### config.mk
export PLATFORM = sky130hd
export DESIGN_NAME = fsc_top
export DESIGN_NICKNAME = d
export VERILOG_FILES = /design/src/verilog/fsc_pkg.sv /design/src/verilog/fsc_sync.sv /design/src/verilog/fsc_ofs_extract.sv /design/src/verilog/fsc_top.sv
export SDC_FILE = /design/constraint.sdc
export NUM_CORES = 1
export LEC_CHECK = 0
export CORE_MARGIN = 2
export CORE_UTILIZATION = 50
export CTS_BUF_LIST = sky130_fd_sc_hd__clkbuf_4 sky130_fd_sc_hd__clkbuf_8
export CTS_CLUSTER_DIAMETER = 50
export DETAILED_ROUTE_END_ITERATION = 6
export DONT_BUFFER_PORTS = 1
export GPL_ROUTABILITY_DRIVEN = 0
export HOLD_SLACK_MARGIN = 0.03
export SLEW_MARGIN = 10
export SYNTH_ARGS = -nofsm -noshare
export SYNTH_HDL_FRONTEND = slang
export SYNTH_HIERARCHICAL = 1
export SYNTH_SLANG_ARGS = --single-unit
### constraint.sdc
create_clock -name pclk -period 13.53 [get_ports pclk]
set_input_delay 2.706 -clock pclk [delete_from_list [all_inputs] [get_ports pclk]]
set_output_delay 2.706 -clock pclk [all_outputs]
set_load 0.05 [all_outputs]
### src/verilog/fsc_pkg.sv
//------------------------------------------------------------------------------
// Purpose: shared constants for the fifo strap configuration and flag block
// Assumes: one clock (pclk, 25 MHz), apb register access, 36-bit data words
// Notes: offsets are byte addresses, one aligned 32-bit word per register
//------------------------------------------------------------------------------
// Overview of operation
// - byte order strap latched at master reset; low big-endian, high little-endian.
// - write bus is 36, 18 or 9 bits; unused data lines ignored.
// - standard timing: shared empty/ready output shows storage holds no words.
// - fall-through timing: shared empty/ready output shows valid word presented.
// - standard timing: shared full/ready output shows no room for a write word.
// - fall-through timing: shared full/ready output shows room for a write.
// - offset selects plus load pin pick one of eight default offsets.
// - lookahead pin sampled at master reset picks fall-through or standard.
// - after master reset lookahead pin is only the serial offset input.
// - half-full output shows stored words above or below half capacity.
// - parity position strap latched at reset; low non-interspersed, high interspersed.
// - parity position affects parallel offset loads only, never data words.
// - write width set from write, read width and width-match straps.
// - load pin at master reset picks serial or parallel offset programming.
// - after reset load pin steers parallel-mode writes to offset registers and blocks reads.
// - almost-empty low below empty offset; almost-full low when free <= offset.
// - interspersed: bits 8,17,26,35 parity; else 8,17,26 valid, 32-35 ignored.
package fsc_pkg;
  localparam int DEPTH_DEF = 1024;
  localparam int DW = 36;
  localparam int OFS_W = 16;
  localparam int AW = 8;

  // storage is counted in 9-bit units so narrow ports stay exact
  localparam logic [2:0] U36 = 3'h4;
  localparam logic [2:0] U18 = 3'h2;
  localparam logic [2:0] U9 = 3'h1;
  localparam int UNIT_SHIFT = 2;
  localparam logic [35:0] MASK_36 = 36'hf_ffff_ffff;
  localparam logic [35:0] MASK_18 = 36'h0_0003_ffff;
  localparam logic [35:0] MASK_9 = 36'h0_0000_01ff;

  // default offsets indexed by {load pin, sel_1, sel_0}
  localparam logic [OFS_W-1:0] DEF_OFS [8] = '{
    16'h007f, 16'h00ff, 16'h01ff, 16'h03ff,
    16'h0007, 16'h000f, 16'h001f, 16'h003f
  };

  // register map
  localparam logic [AW-1:0] A_CFG = 8'h00;
  localparam logic [AW-1:0] A_STATUS = 8'h04;
  localparam logic [AW-1:0] A_COUNT = 8'h08;
  localparam logic [AW-1:0] A_EOFS = 8'h0c;
  localparam logic [AW-1:0] A_FOFS = 8'h10;

  // cfg register fields
  localparam int CFG_FWFT = 0;
  localparam int CFG_BE = 1;
  localparam int CFG_IP = 2;
  localparam int CFG_SER = 3;
  localparam int CFG_BM = 4;
  localparam int CFG_IW = 5;
  localparam int CFG_OW = 6;
  localparam int CFG_SEL = 7;

  // status register fields
  localparam int ST_EMPTY = 0;
  localparam int ST_FULL = 1;
  localparam int ST_HF = 2;
  localparam int ST_AE = 3;
  localparam int ST_AF = 4;
  localparam int ST_MRS = 5;

  // synchroniser lane order
  localparam int P_MRS = 0;
  localparam int P_SEN = 1;
  localparam int P_LD = 2;
  localparam int P_SEL0 = 3;
  localparam int P_SEL1 = 4;
  localparam int P_SI = 5;
  localparam int P_IP = 6;
  localparam int P_BE = 7;
  localparam int P_OW = 8;
  localparam int P_IW = 9;
  localparam int P_BM = 10;
  localparam int NPIN = 11;
  // active-low pins idle high; master reset held active until seen
  localparam logic [NPIN-1:0] PIN_RST = 11'h006;
endpackage : fsc_pkg

### src/verilog/fsc_sync.sv
//------------------------------------------------------------------------------
// Purpose: two-flop synchroniser for a bundle of pin levels
// Assumes: each lane is an independent level
// Notes: first stage feeds only the second stage
//------------------------------------------------------------------------------
module fsc_sync #(
  parameter int W = 1,
  parameter logic [W-1:0] RST_VAL = '0
) (
  input wire logic pclk,
  input wire logic presetn,
  input wire logic [W-1:0] d,
  output logic [W-1:0] q
);
  logic [W-1:0] meta_reg;
  logic [W-1:0] sync_reg;

  always_ff @(posedge pclk or negedge presetn) begin
    if (!presetn) begin
      meta_reg <= RST_VAL;
      sync_reg <= RST_VAL;
    end else begin
      meta_reg <= d;
      sync_reg <= meta_reg;
    end
  end

  assign q = sync_reg;
endmodule : fsc_sync

### src/verilog/fsc_ofs_extract.sv
//------------------------------------------------------------------------------
// Purpose: strip parity positions from a parallel offset load word
// Assumes: data already masked to the configured write width
// Notes: purely combinational, used only on the offset load path
//------------------------------------------------------------------------------
module fsc_ofs_extract (
  input wire logic [35:0] din,
  input wire logic interspersed,
  output logic [31:0] ofs
);
  always_comb begin
    if (interspersed) begin
      ofs = {din[34:27], din[25:18], din[16:9], din[7:0]};
    end else begin
      ofs = din[31:0];
    end
  end
endmodule : fsc_ofs_extract

### src/verilog/fsc_top.sv
//------------------------------------------------------------------------------
// Purpose: strap capture, width decode, offset registers and status flags
// Assumes: producer and consumer strobes are on pclk; straps and pins are not
// Notes: flags are registered from the next-state count, so they track the
//        count register exactly; pins lag two cycles through the synchroniser
//------------------------------------------------------------------------------
module fsc_top #(
  parameter int DEPTH = fsc_pkg::DEPTH_DEF
) (
  input wire logic pclk,
  input wire logic presetn,
  input wire logic psel,
  input wire logic penable,
  input wire logic pwrite,
  input wire logic [fsc_pkg::AW-1:0] paddr,
  input wire logic [31:0] pwdata,
  output logic pready,
  output logic [31:0] prdata,
  output logic pslverr,
  input wire logic master_reset_n,
  input wire logic width_match_strap,
  input wire logic write_width_strap,
  input wire logic read_width_strap,
  input wire logic byte_order_strap,
  input wire logic parity_position_strap,
  input wire logic lookahead_strap_serial_load,
  input wire logic default_offset_sel_0,
  input wire logic default_offset_sel_1,
  input wire logic offset_access_enable_n,
  input wire logic serial_shift_en_n,
  input wire logic wr_en,
  input wire logic [fsc_pkg::DW-1:0] wr_data,
  input wire logic rd_en,
  output logic empty_flag,
  output logic full_flag,
  output logic half_full_flag_n,
  output logic almost_empty_flag_n,
  output logic almost_full_flag_n
);
  localparam int CAP = DEPTH * 4;
  localparam int UW = $clog2(CAP) + 1;
  localparam logic [UW-1:0] CAP_U = UW'(CAP);

  //----------------------------------------------------------------------------
  // pin synchronisers
  //----------------------------------------------------------------------------
  logic [fsc_pkg::NPIN-1:0] pins;
  logic [fsc_pkg::NPIN-1:0] sp;

  assign pins = {width_match_strap, write_width_strap, read_width_strap,
                 byte_order_strap, parity_position_strap,
                 lookahead_strap_serial_load, default_offset_sel_1,
                 default_offset_sel_0, offset_access_enable_n,
                 serial_shift_en_n, master_reset_n};

  fsc_sync #(
    .W(fsc_pkg::NPIN),
    .RST_VAL(fsc_pkg::PIN_RST)
  ) u_sync (
    .pclk(pclk),
    .presetn(presetn),
    .d(pins),
    .q(sp)
  );

  logic master_reset;
  logic ld_n;
  logic sen_n;
  logic si;
  logic [2:0] def_idx;

  assign master_reset = !sp[fsc_pkg::P_MRS];
  assign ld_n = sp[fsc_pkg::P_LD];
  assign sen_n = sp[fsc_pkg::P_SEN];
  assign si = sp[fsc_pkg::P_SI];
  assign def_idx = {sp[fsc_pkg::P_LD], sp[fsc_pkg::P_SEL1], sp[fsc_pkg::P_SEL0]};

  //----------------------------------------------------------------------------
  // configuration capture
  //----------------------------------------------------------------------------
  // straps are expected stable after release, so no check is made on them
  logic fwft_reg, fwft_next;
  logic be_reg, be_next;
  logic ip_reg, ip_next;
  logic ser_reg, ser_next;
  logic bm_reg, bm_next;
  logic iw_reg, iw_next;
  logic ow_reg, ow_next;
  logic [2:0] sel_reg, sel_next;

  always_comb begin
    fwft_next = fwft_reg;
    be_next = be_reg;
    ip_next = ip_reg;
    ser_next = ser_reg;
    bm_next = bm_reg;
    iw_next = iw_reg;
    ow_next = ow_reg;
    sel_next = sel_reg;
    if (master_reset) begin
      fwft_next = si;
      be_next = sp[fsc_pkg::P_BE];
      ip_next = sp[fsc_pkg::P_IP];
      ser_next = !ld_n;
      bm_next = sp[fsc_pkg::P_BM];
      iw_next = sp[fsc_pkg::P_IW];
      ow_next = sp[fsc_pkg::P_OW];
      sel_next = def_idx;
    end
  end

  always_ff @(posedge pclk or negedge presetn) begin
    if (!presetn) begin
      fwft_reg <= 1'b0;
      be_reg <= 1'b0;
      ip_reg <= 1'b0;
      ser_reg <= 1'b0;
      bm_reg <= 1'b0;
      iw_reg <= 1'b0;
      ow_reg <= 1'b0;
      sel_reg <= 3'h0;
    end else begin
      fwft_reg <= fwft_next;
      be_reg <= be_next;
      ip_reg <= ip_next;
      ser_reg <= ser_next;
      bm_reg <= bm_next;
      iw_reg <= iw_next;
      ow_reg <= ow_next;
      sel_reg <= sel_next;
    end
  end

  //----------------------------------------------------------------------------
  // port width decode
  //----------------------------------------------------------------------------
  logic [2:0] wunits;
  logic [2:0] runits;
  logic [35:0] wmask;

  always_comb begin
    wunits = fsc_pkg::U36;
    runits = fsc_pkg::U36;
    if (bm_reg && !iw_reg) begin
      runits = ow_reg ? fsc_pkg::U9 : fsc_pkg::U18;
    end else if (bm_reg) begin
      wunits = ow_reg ? fsc_pkg::U9 : fsc_pkg::U18;
    end
    if (wunits == fsc_pkg::U9) begin
      wmask = fsc_pkg::MASK_9;
    end else if (wunits == fsc_pkg::U18) begin
      wmask = fsc_pkg::MASK_18;
    end else begin
      wmask = fsc_pkg::MASK_36;
    end
  end

  logic [31:0] ext_ofs;

  // parity handling lives only on the offset path; stored words never see it
  fsc_ofs_extract u_ext (
    .din(wr_data & wmask),
    .interspersed(ip_reg),
    .ofs(ext_ofs)
  );

  //----------------------------------------------------------------------------
  // occupancy and offset registers
  //----------------------------------------------------------------------------
  logic [UW-1:0] count_reg, count_next;
  logic [fsc_pkg::OFS_W-1:0] eofs_reg, eofs_next;
  logic [fsc_pkg::OFS_W-1:0] fofs_reg, fofs_next;
  logic ld_sel_reg, ld_sel_next;
  logic [UW-1:0] free_u;
  logic wr_ok;
  logic rd_ok;
  logic ofs_wr;
  logic ser_sh;
  logic apb_wr;

  assign free_u = CAP_U - count_reg;
  assign wr_ok = wr_en && ld_n && !master_reset && (free_u >= UW'(wunits));
  assign rd_ok = rd_en && ld_n && !master_reset && (count_reg >= UW'(runits));
  assign ofs_wr = wr_en && !ld_n && !master_reset && !ser_reg;
  assign ser_sh = !sen_n && !ld_n && !master_reset && ser_reg;
  assign apb_wr = psel && penable && pwrite && pready;

  always_comb begin
    count_next = count_reg;
    eofs_next = eofs_reg;
    fofs_next = fofs_reg;
    ld_sel_next = ld_sel_reg;
    if (master_reset) begin
      count_next = '0;
      eofs_next = fsc_pkg::DEF_OFS[def_idx];
      fofs_next = fsc_pkg::DEF_OFS[def_idx];
      ld_sel_next = 1'b0;
    end else begin
      count_next = count_reg + (wr_ok ? UW'(wunits) : '0) - (rd_ok ? UW'(runits) : '0);
      if (apb_wr && paddr == fsc_pkg::A_EOFS) begin
        eofs_next = pwdata[fsc_pkg::OFS_W-1:0];
      end else if (apb_wr && paddr == fsc_pkg::A_FOFS) begin
        fofs_next = pwdata[fsc_pkg::OFS_W-1:0];
      end else if (ofs_wr) begin
        // empty offset first, then full offset, alternating
        if (ld_sel_reg) begin
          fofs_next = ext_ofs[fsc_pkg::OFS_W-1:0];
        end else begin
          eofs_next = ext_ofs[fsc_pkg::OFS_W-1:0];
        end
        ld_sel_next = !ld_sel_reg;
      end else if (ser_sh) begin
        {fofs_next, eofs_next} = {fofs_reg[fsc_pkg::OFS_W-2:0], eofs_reg, si};
      end
    end
  end

  always_ff @(posedge pclk or negedge presetn) begin
    if (!presetn) begin
      count_reg <= '0;
      eofs_reg <= fsc_pkg::DEF_OFS[0];
      fofs_reg <= fsc_pkg::DEF_OFS[0];
      ld_sel_reg <= 1'b0;
    end else begin
      count_reg <= count_next;
      eofs_reg <= eofs_next;
      fofs_reg <= fofs_next;
      ld_sel_reg <= ld_sel_next;
    end
  end

  //----------------------------------------------------------------------------
  // status flags
  //----------------------------------------------------------------------------
  logic ef_reg, ef_next;
  logic ff_reg, ff_next;
  logic hf_reg, hf_next;
  logic ae_reg, ae_next;
  logic af_reg, af_next;
  logic [31:0] words_n;
  logic [31:0] free_words_n;
  logic [UW-1:0] free_next;

  always_comb begin
    free_next = CAP_U - count_next;
    words_n = 32'(count_next >> fsc_pkg::UNIT_SHIFT);
    free_words_n = 32'(free_next >> fsc_pkg::UNIT_SHIFT);
    if (fwft_reg) begin
      ef_next = !(count_next >= UW'(runits));
      ff_next = !(free_next >= UW'(wunits));
    end else begin
      ef_next = (count_next != '0);
      ff_next = (free_next >= UW'(wunits));
    end
    hf_next = !(words_n > 32'(DEPTH / 2));
    ae_next = (words_n >= 32'(eofs_next));
    af_next = (free_words_n > 32'(fofs_next));
  end

  always_ff @(posedge pclk or negedge presetn) begin
    if (!presetn) begin
      ef_reg <= 1'b0;
      ff_reg <= 1'b1;
      hf_reg <= 1'b1;
      ae_reg <= 1'b0;
      af_reg <= 1'b1;
    end else begin
      ef_reg <= ef_next;
      ff_reg <= ff_next;
      hf_reg <= hf_next;
      ae_reg <= ae_next;
      af_reg <= af_next;
    end
  end

  assign empty_flag = ef_reg;
  assign full_flag = ff_reg;
  assign half_full_flag_n = hf_reg;
  assign almost_empty_flag_n = ae_reg;
  assign almost_full_flag_n = af_reg;

  //----------------------------------------------------------------------------
  // apb slave
  //----------------------------------------------------------------------------
  // zero wait states: answer prepared in setup, presented in access
  logic pready_reg, pready_next;
  logic [31:0] prdata_reg, prdata_next;
  logic pslverr_reg, pslverr_next;
  logic [31:0] cfg_word;
  logic [31:0] st_word;

  always_comb begin
    cfg_word = '0;
    cfg_word[fsc_pkg::CFG_FWFT] = fwft_reg;
    cfg_word[fsc_pkg::CFG_BE] = be_reg;
    cfg_word[fsc_pkg::CFG_IP] = ip_reg;
    cfg_word[fsc_pkg::CFG_SER] = ser_reg;
    cfg_word[fsc_pkg::CFG_BM] = bm_reg;
    cfg_word[fsc_pkg::CFG_IW] = iw_reg;
    cfg_word[fsc_pkg::CFG_OW] = ow_reg;
    cfg_word[fsc_pkg::CFG_SEL +: 3] = sel_reg;
    st_word = '0;
    st_word[fsc_pkg::ST_EMPTY] = ef_reg;
    st_word[fsc_pkg::ST_FULL] = ff_reg;
    st_word[fsc_pkg::ST_HF] = hf_reg;
    st_word[fsc_pkg::ST_AE] = ae_reg;
    st_word[fsc_pkg::ST_AF] = af_reg;
    st_word[fsc_pkg::ST_MRS] = master_reset;
  end

  always_comb begin
    pready_next = psel && !penable;
    prdata_next = '0;
    pslverr_next = 1'b0;
    if (psel && !penable) begin
      if (paddr == fsc_pkg::A_CFG) begin
        prdata_next = cfg_word;
      end else if (paddr == fsc_pkg::A_STATUS) begin
        prdata_next = st_word;
      end else if (paddr == fsc_pkg::A_COUNT) begin
        prdata_next = 32'(count_reg);
      end else if (paddr == fsc_pkg::A_EOFS) begin
        prdata_next = 32'(eofs_reg);
      end else if (paddr == fsc_pkg::A_FOFS) begin
        prdata_next = 32'(fofs_reg);
      end else begin
        pslverr_next = 1'b1;
      end
      if (pwrite) begin
        prdata_next = '0;
      end
    end
  end

  always_ff @(posedge pclk or negedge presetn) begin
    if (!presetn) begin
      pready_reg <= 1'b0;
      prdata_reg <= '0;
      pslverr_reg <= 1'b0;
    end else begin
      pready_reg <= pready_next;
      prdata_reg <= prdata_next;
      pslverr_reg <= pslverr_next;
    end
  end

  assign pready = pready_reg;
  assign prdata = prdata_reg;
  assign pslverr = pslverr_reg;
endmodule : fsc_top

==> After elaboration in Yosys (flattened, before gate mapping) <==
Memory sizes are Yosys's and may differ from the RTL's.
Cells that the tools add are included.
{ "totals": {"regBits": 117, "latchBits": 0, "ramBits": 0, "romBits": 128, "input_bits": 94, "out_inout_bits": 39, "word_cells": 119, "mem_count": 1} }
{ "op_classes": {"addsub": 4, "mul": 0, "n_div": 0, "n_lt_le_gt_ge": 8, "n_eq_ne": 8, "shifts": 0, "mux": 42, "n_bitwise": 2, "reduce_logical": 32} }
{ "mem_list": {"columns": ["memory", "words", "width", "read_ports", "rd_clocked_by_memory_dff", "wr", "line", "rtl"], "rows": [
  ["(name not given)", 8, 16, 1, 0, 0, "fsc_top.sv:196", "fofs_next = fsc_pkg::DEF_OFS[def_idx];"]
]} }
{ "ops": {"columns": ["op", "count"], "rows": [
  ["2-to-1 mux 16 bit", 20],
  ["2-to-1 mux 32 bit", 2],
  ["greater-or-equal comparator 13 x 3 -> 1 bit", 4],
  ["subtractor 13 bit (first input constant)", 2],
  ["logical AND 1 bit", 19],
  ["bitwise AND 17 bit", 1],
  ["2-to-1 mux 17 bit", 1],
  ["equality test 8 x 4 -> 1 bit (second input constant)", 2],
  ["greater-or-equal comparator 11 x 16 -> 1 bit", 1],
  ["> comparator 11 x 16 -> 1 bit", 1],
  ["2-to-1 mux 3 bit", 5],
  ["adder 13 x 3 -> 13 bit", 1],
  ["2-to-1 mux 13 bit", 1],
  ["nonzero test 13 bit", 1],
  ["subtractor 13 x 3 -> 13 bit", 1],
  ["2-to-1 mux 1 bit", 12],
  ["> comparator 11 x 10 -> 1 bit (second input constant)", 1],
  ["zero test 1 bit", 10],
  ["equality test 8 x 3 -> 1 bit (second input constant)", 1],
  ["equality test 8 x 5 -> 1 bit (second input constant)", 1],
  ["zero test 8 bit", 1],
  ["inequality test 2 bit (second input constant)", 3],
  ["greater-or-equal comparator 4 bit (second input constant)", 1],
  ["NOT 3 -> 4 bit", 1],
  ["3 further kinds", 3]
]} }

==> Logic depth before layout (Yosys ltp) <==
{ "depth": {"depth_word": 13, "depth_mapped": 30, "depth_no_buf": 30} }

==> By module <==
Netlist, hierarchy kept.
{ "modules_own_cells": {"columns": ["module", "instances", "cells_per_inst", "area_per_inst_um2", "seq_area_each_um2"], "rows": [
  ["fsc_top", 1, 840, 6960.4, 1998.2],
  ["fsc_sync", 1, 22, 555.5, 555.5],
  ["fsc_ofs_extract", 1, 35, 456.7, 0.0]
]} }

==> Worst setup path before layout <==
OpenSTA, ideal clock, no wires.
{ "synth_path": {"path_type": "input -> register", "startpoint": "input port wr_en", "endpoint": "register af_reg (netlist: almost_full_flag_n)", "setup_time_ns": 0.073, "arrival_time_ns": 6.626, "required_time_ns": 13.457, "slack_ns": 6.831, "stages": 19, "path_buffers": 0, "path_cell_list": "nand3_1 a31oi_1 nand2_1 fa_1 inv_1 fa_1 a211o_1 nand2_1 o311ai_2 a2111oi_4 nand2_2 or4b_4 mux2i_2 ha_1 nand4_1 o32ai_1 nor4_1 nand2_1 a21oi_1"} }
{ "synth_via": {"elab_chain_len": 9, "word_cells_on_any_way": 16, "classes_between": "add/sub (3); order compare (1); mux (6); reduce/logical (6)"} }
{ "synth_lines": {"columns": ["element", "line", "rtl"], "rows": [
  ["from (decl)", "fsc_top.sv:31", "input wire logic wr_en,"],
  ["logical AND 1 bit (3 in a row)", "fsc_top.sv:182", "assign wr_ok = wr_en && ld_n && !master_reset && (free_u >= UW'(wunits));"],
  ["2-to-1 mux 3 bit", "fsc_top.sv:199", "count_next = count_reg + (wr_ok ? UW'(wunits) : '0) - (rd_ok ? UW'(runits) : '0);"],
  ["adder 13 x 3 -> 13 bit", "fsc_top.sv:199", null],
  ["subtractor 13 x 3 -> 13 bit", "fsc_top.sv:199", null],
  ["2-to-1 mux 13 bit", "fsc_top.sv:193", "if (master_reset) begin"],
  ["via count_next[6]", "fsc_top.sv:170", "logic [UW-1:0] count_reg, count_next;"],
  ["subtractor 13 bit", "fsc_top.sv:245", "free_next = CAP_U - count_next;"],
  ["> comparator 11 x 16 -> 1 bit", "fsc_top.sv:257", "af_next = (free_words_n > 32'(fofs_next));"],
  ["via af_next", "fsc_top.sv:239", "logic af_reg, af_next;"],
  ["to (signal assigned)", "fsc_top.sv:272", "af_reg <= af_next;"],
  ["to (decl)", "fsc_top.sv:239", null]
]} }
The timed path passes the listed nets, and every way through them passes these cells.
A chain may end at the register's enable or synchronous reset.

==> Worst setup path in the final report <==
{ "layout_path": {"startpoint": "register bm_reg", "endpoint": "register af_reg (netlist: almost_full_flag_n)"} }
{ "layout_via": {"word_cells_on_any_way": 24, "classes_between": "add/sub (3); order compare (3); eq/ne (1); mux (13); bitwise (1); reduce/logical (3)"} }
{ "layout_lines": {"columns": ["element", "line", "rtl"], "rows": [
  ["from (decl)", "fsc_top.sv:86", "logic bm_reg, bm_next;"],
  ["from (signal assigned)", "fsc_top.sv:127", "bm_reg <= bm_next;"],
  ["2-to-1 mux 3 bit or logical AND 1 bit (tied branches)", "fsc_top.sv:146, fsc_top.sv:144", null],
  ["2-to-1 mux 3 bit", "fsc_top.sv:144", "if (bm_reg && !iw_reg) begin"],
  ["greater-or-equal comparator 13 x 3 -> 1 bit", "fsc_top.sv:182", null],
  ["logical AND 1 bit", "fsc_top.sv:182", null],
  ["2-to-1 mux 3 bit", "fsc_top.sv:199", null],
  ["adder 13 x 3 -> 13 bit", "fsc_top.sv:199", null],
  ["subtractor 13 x 3 -> 13 bit (*)", "fsc_top.sv:199", null],
  ["2-to-1 mux 13 bit (*)", "fsc_top.sv:193", null],
  ["via count_next[10]", "fsc_top.sv:170", null],
  ["subtractor 13 bit (*)", "fsc_top.sv:245", null],
  ["> comparator 11 x 16 -> 1 bit (*)", "fsc_top.sv:257", null],
  ["via af_next", "fsc_top.sv:239", null]
]} }
The timed path passes the listed nets; every way through them passes the cells marked *.

==> results.toml <==
[power_and_ir_drop]
cellPowerDensity_nw_per_um2 = 200.3
ir_worst_vdd_mv = 0.1150
p_leak_nw = 3.438

[job]
drv_cap = 0

[sta]
finalSetupViolCount = 0
max_freq_mhz = 138.5
fin_crit_sh = 0.5337
maxSlewHeadroom = 0.3924
fin_tns_setup_ps = 0
rsz0062_at_grt = "no"
worst_pin_slew_ps = 904.4
period_minus_slack_ps = 7221
timing.final.max_slew_violations = 0
fin_skew_ps = 14.17
hold_slack_ps = 358.0
hold_viol = 0

[floorplan]
rows = 45
start_util = 0.5054
die_h_microns = 127.3
num_io_pins = 133
fp.dieW_microns = 127.3
core-area_sq_um = 15030
die_area_sq_um = 16200

[clocking]
holdBufCountCts = 0
cts_made_buffers = 9
clockBufferDepth = 2
path_clk_slew_ps = 110
cts_tree = "done"
cts_resized = 0
post-cts-setup-buffers = 0
clock_latency_ps = 400
htreeDepth = 3
clkSinkCount = 101
root_buffer = "clkbuf_8"

[worst_setup_path]
worstSetupEndpointType = "register"
cp.arrival_ps = 7560
critPathKind = "register to register"
cp-start-kind = "register"
required_ps = 13860
critical_path.max_fanout = 7
critical_path.max_stage_delay_ps = 560
slowest_stage = "o32ai_1"

[placement]
dp_hpwl_microns = 16520
portBuffers = 0

[synthesis]
synth_cells = 860
syn_area_sq_um = 7597
avgSynthCellArea_sq_um = 8.834
synth_warnings = 6

[detailed_routing]
drt-total-wl_microns = 22380
num_vias = 6518
wl_per_cell_microns = 22.03
dr.pass1.iters = 7
initialDrtViolationCount = 708
route.detailed.drc = 3
ant_nets = 0
viasPerCell = 6.415

[grt]
antenna_found_initial = 0
grt_pass1_vias = 6173
grt_util_all_layers = 0.2758
grt_max_degree = 102
grt-ovfl-total = 0
grt_pass1_wl_microns = 34240

[run_status]
violations = "design-rule violations"
status = "finished with violations"

[layout]
nets = 982
drive_gt1_frac = 0.1135
num_antenna_cells = 0
syn2layout_area_growth_pct = 2.652

[worst_hold_path]
hold_class = "register to register"
-- stage by stage --
stage / setup WS [ps] / util / power (W) / std cells / cell area [sq um]
floorplan: 6831 / - / 0.001110 / 875 / 7654
global placement: 5977 / 0.5035 / 0.001295 / 1000 / 7570
detailed placement: 5918 / 0.5035 / 0.001315 / 1000 / 7570
CTS: 6274 / 0.5188 / 0.001553 / 1016 / 7799
global route: 5803 / 0.5188 / 0.001682 / 1016 / 7799
finish: 6309 / 0.5188 / 0.001562 / 1016 / 7799
-- worst max-delay path, delay by kind of cell (launching register included) --
kind	cells	cell delay, ps
AOI/OAI and AO/OA	11	2660
adders and majority gates	4	1530
buffers and inverters	2	240
DFF	1	430
muxes	1	220
and+or+nand+nor	10	2080
-- metal layers --
layer / vias up / share of wire / GRT usage
met4: 0 / 0.029 / 0.09050
met2: 347 / 0.45 / 0.4350
met5: - / 0 / 0
li1: 2973 / - / -
met1: 3142 / 0.42 / 0.3673
met3: 56 / 0.097 / 0.07789
-- worst paths after layout --
path                                     from                 end  depth (start not counted)  slack [ps]
max                                    bm_reg  almost_full_flag_n                         28        6310
max reg2reg                            bm_reg  almost_full_flag_n                         28        6310
min in group asynchronous             presetn          prdata[13]                          0        1990
min                        u_sync/meta_reg[6]         u_sync/q[6]                          0         360
min reg2reg                u_sync/meta_reg[6]         u_sync/q[6]                          0         360
max in group asynchronous             presetn           full_flag                          0       11270
-- placed cells by master (no fill, tap or decap), types with 17 or more instances in the layout --
cell type and instances:
dfrtp_1 79, nor2_1 73, nand2_1 70, inv_1 63, ha_1 62, o21ai_0 41
a21oi_1 41, nand3_1 27, dfstp_2 21, nor3_1 20, nor2b_1 18, mux2_2 17
-- layout make-up --
type | count | area [sq um]
Sequential cell | 101 | 2555
Fill cell | 1396 | 7234
Inverter | 63 | 236.5
Timing Repair Buffer | 8 | 60.06
Clock inverter | 6 | 97.59
Tap cell | 188 | 235.2
Multi-Input combinational cell | 640 | 4483
Clock buffer | 10 | 131.4
-- where the power goes --
group / total [W] / internal [W] / switching (W)
Sequential: 0.000411 / 0.000344 / 0.0000674
Combinational: 0.000921 / 0.000364 / 0.000557
Clock: 0.000230 / 0.000110 / 0.000120
Total: 0.00156 / 0.000817 / 0.000745
Power figures use the tool's default switching activity.
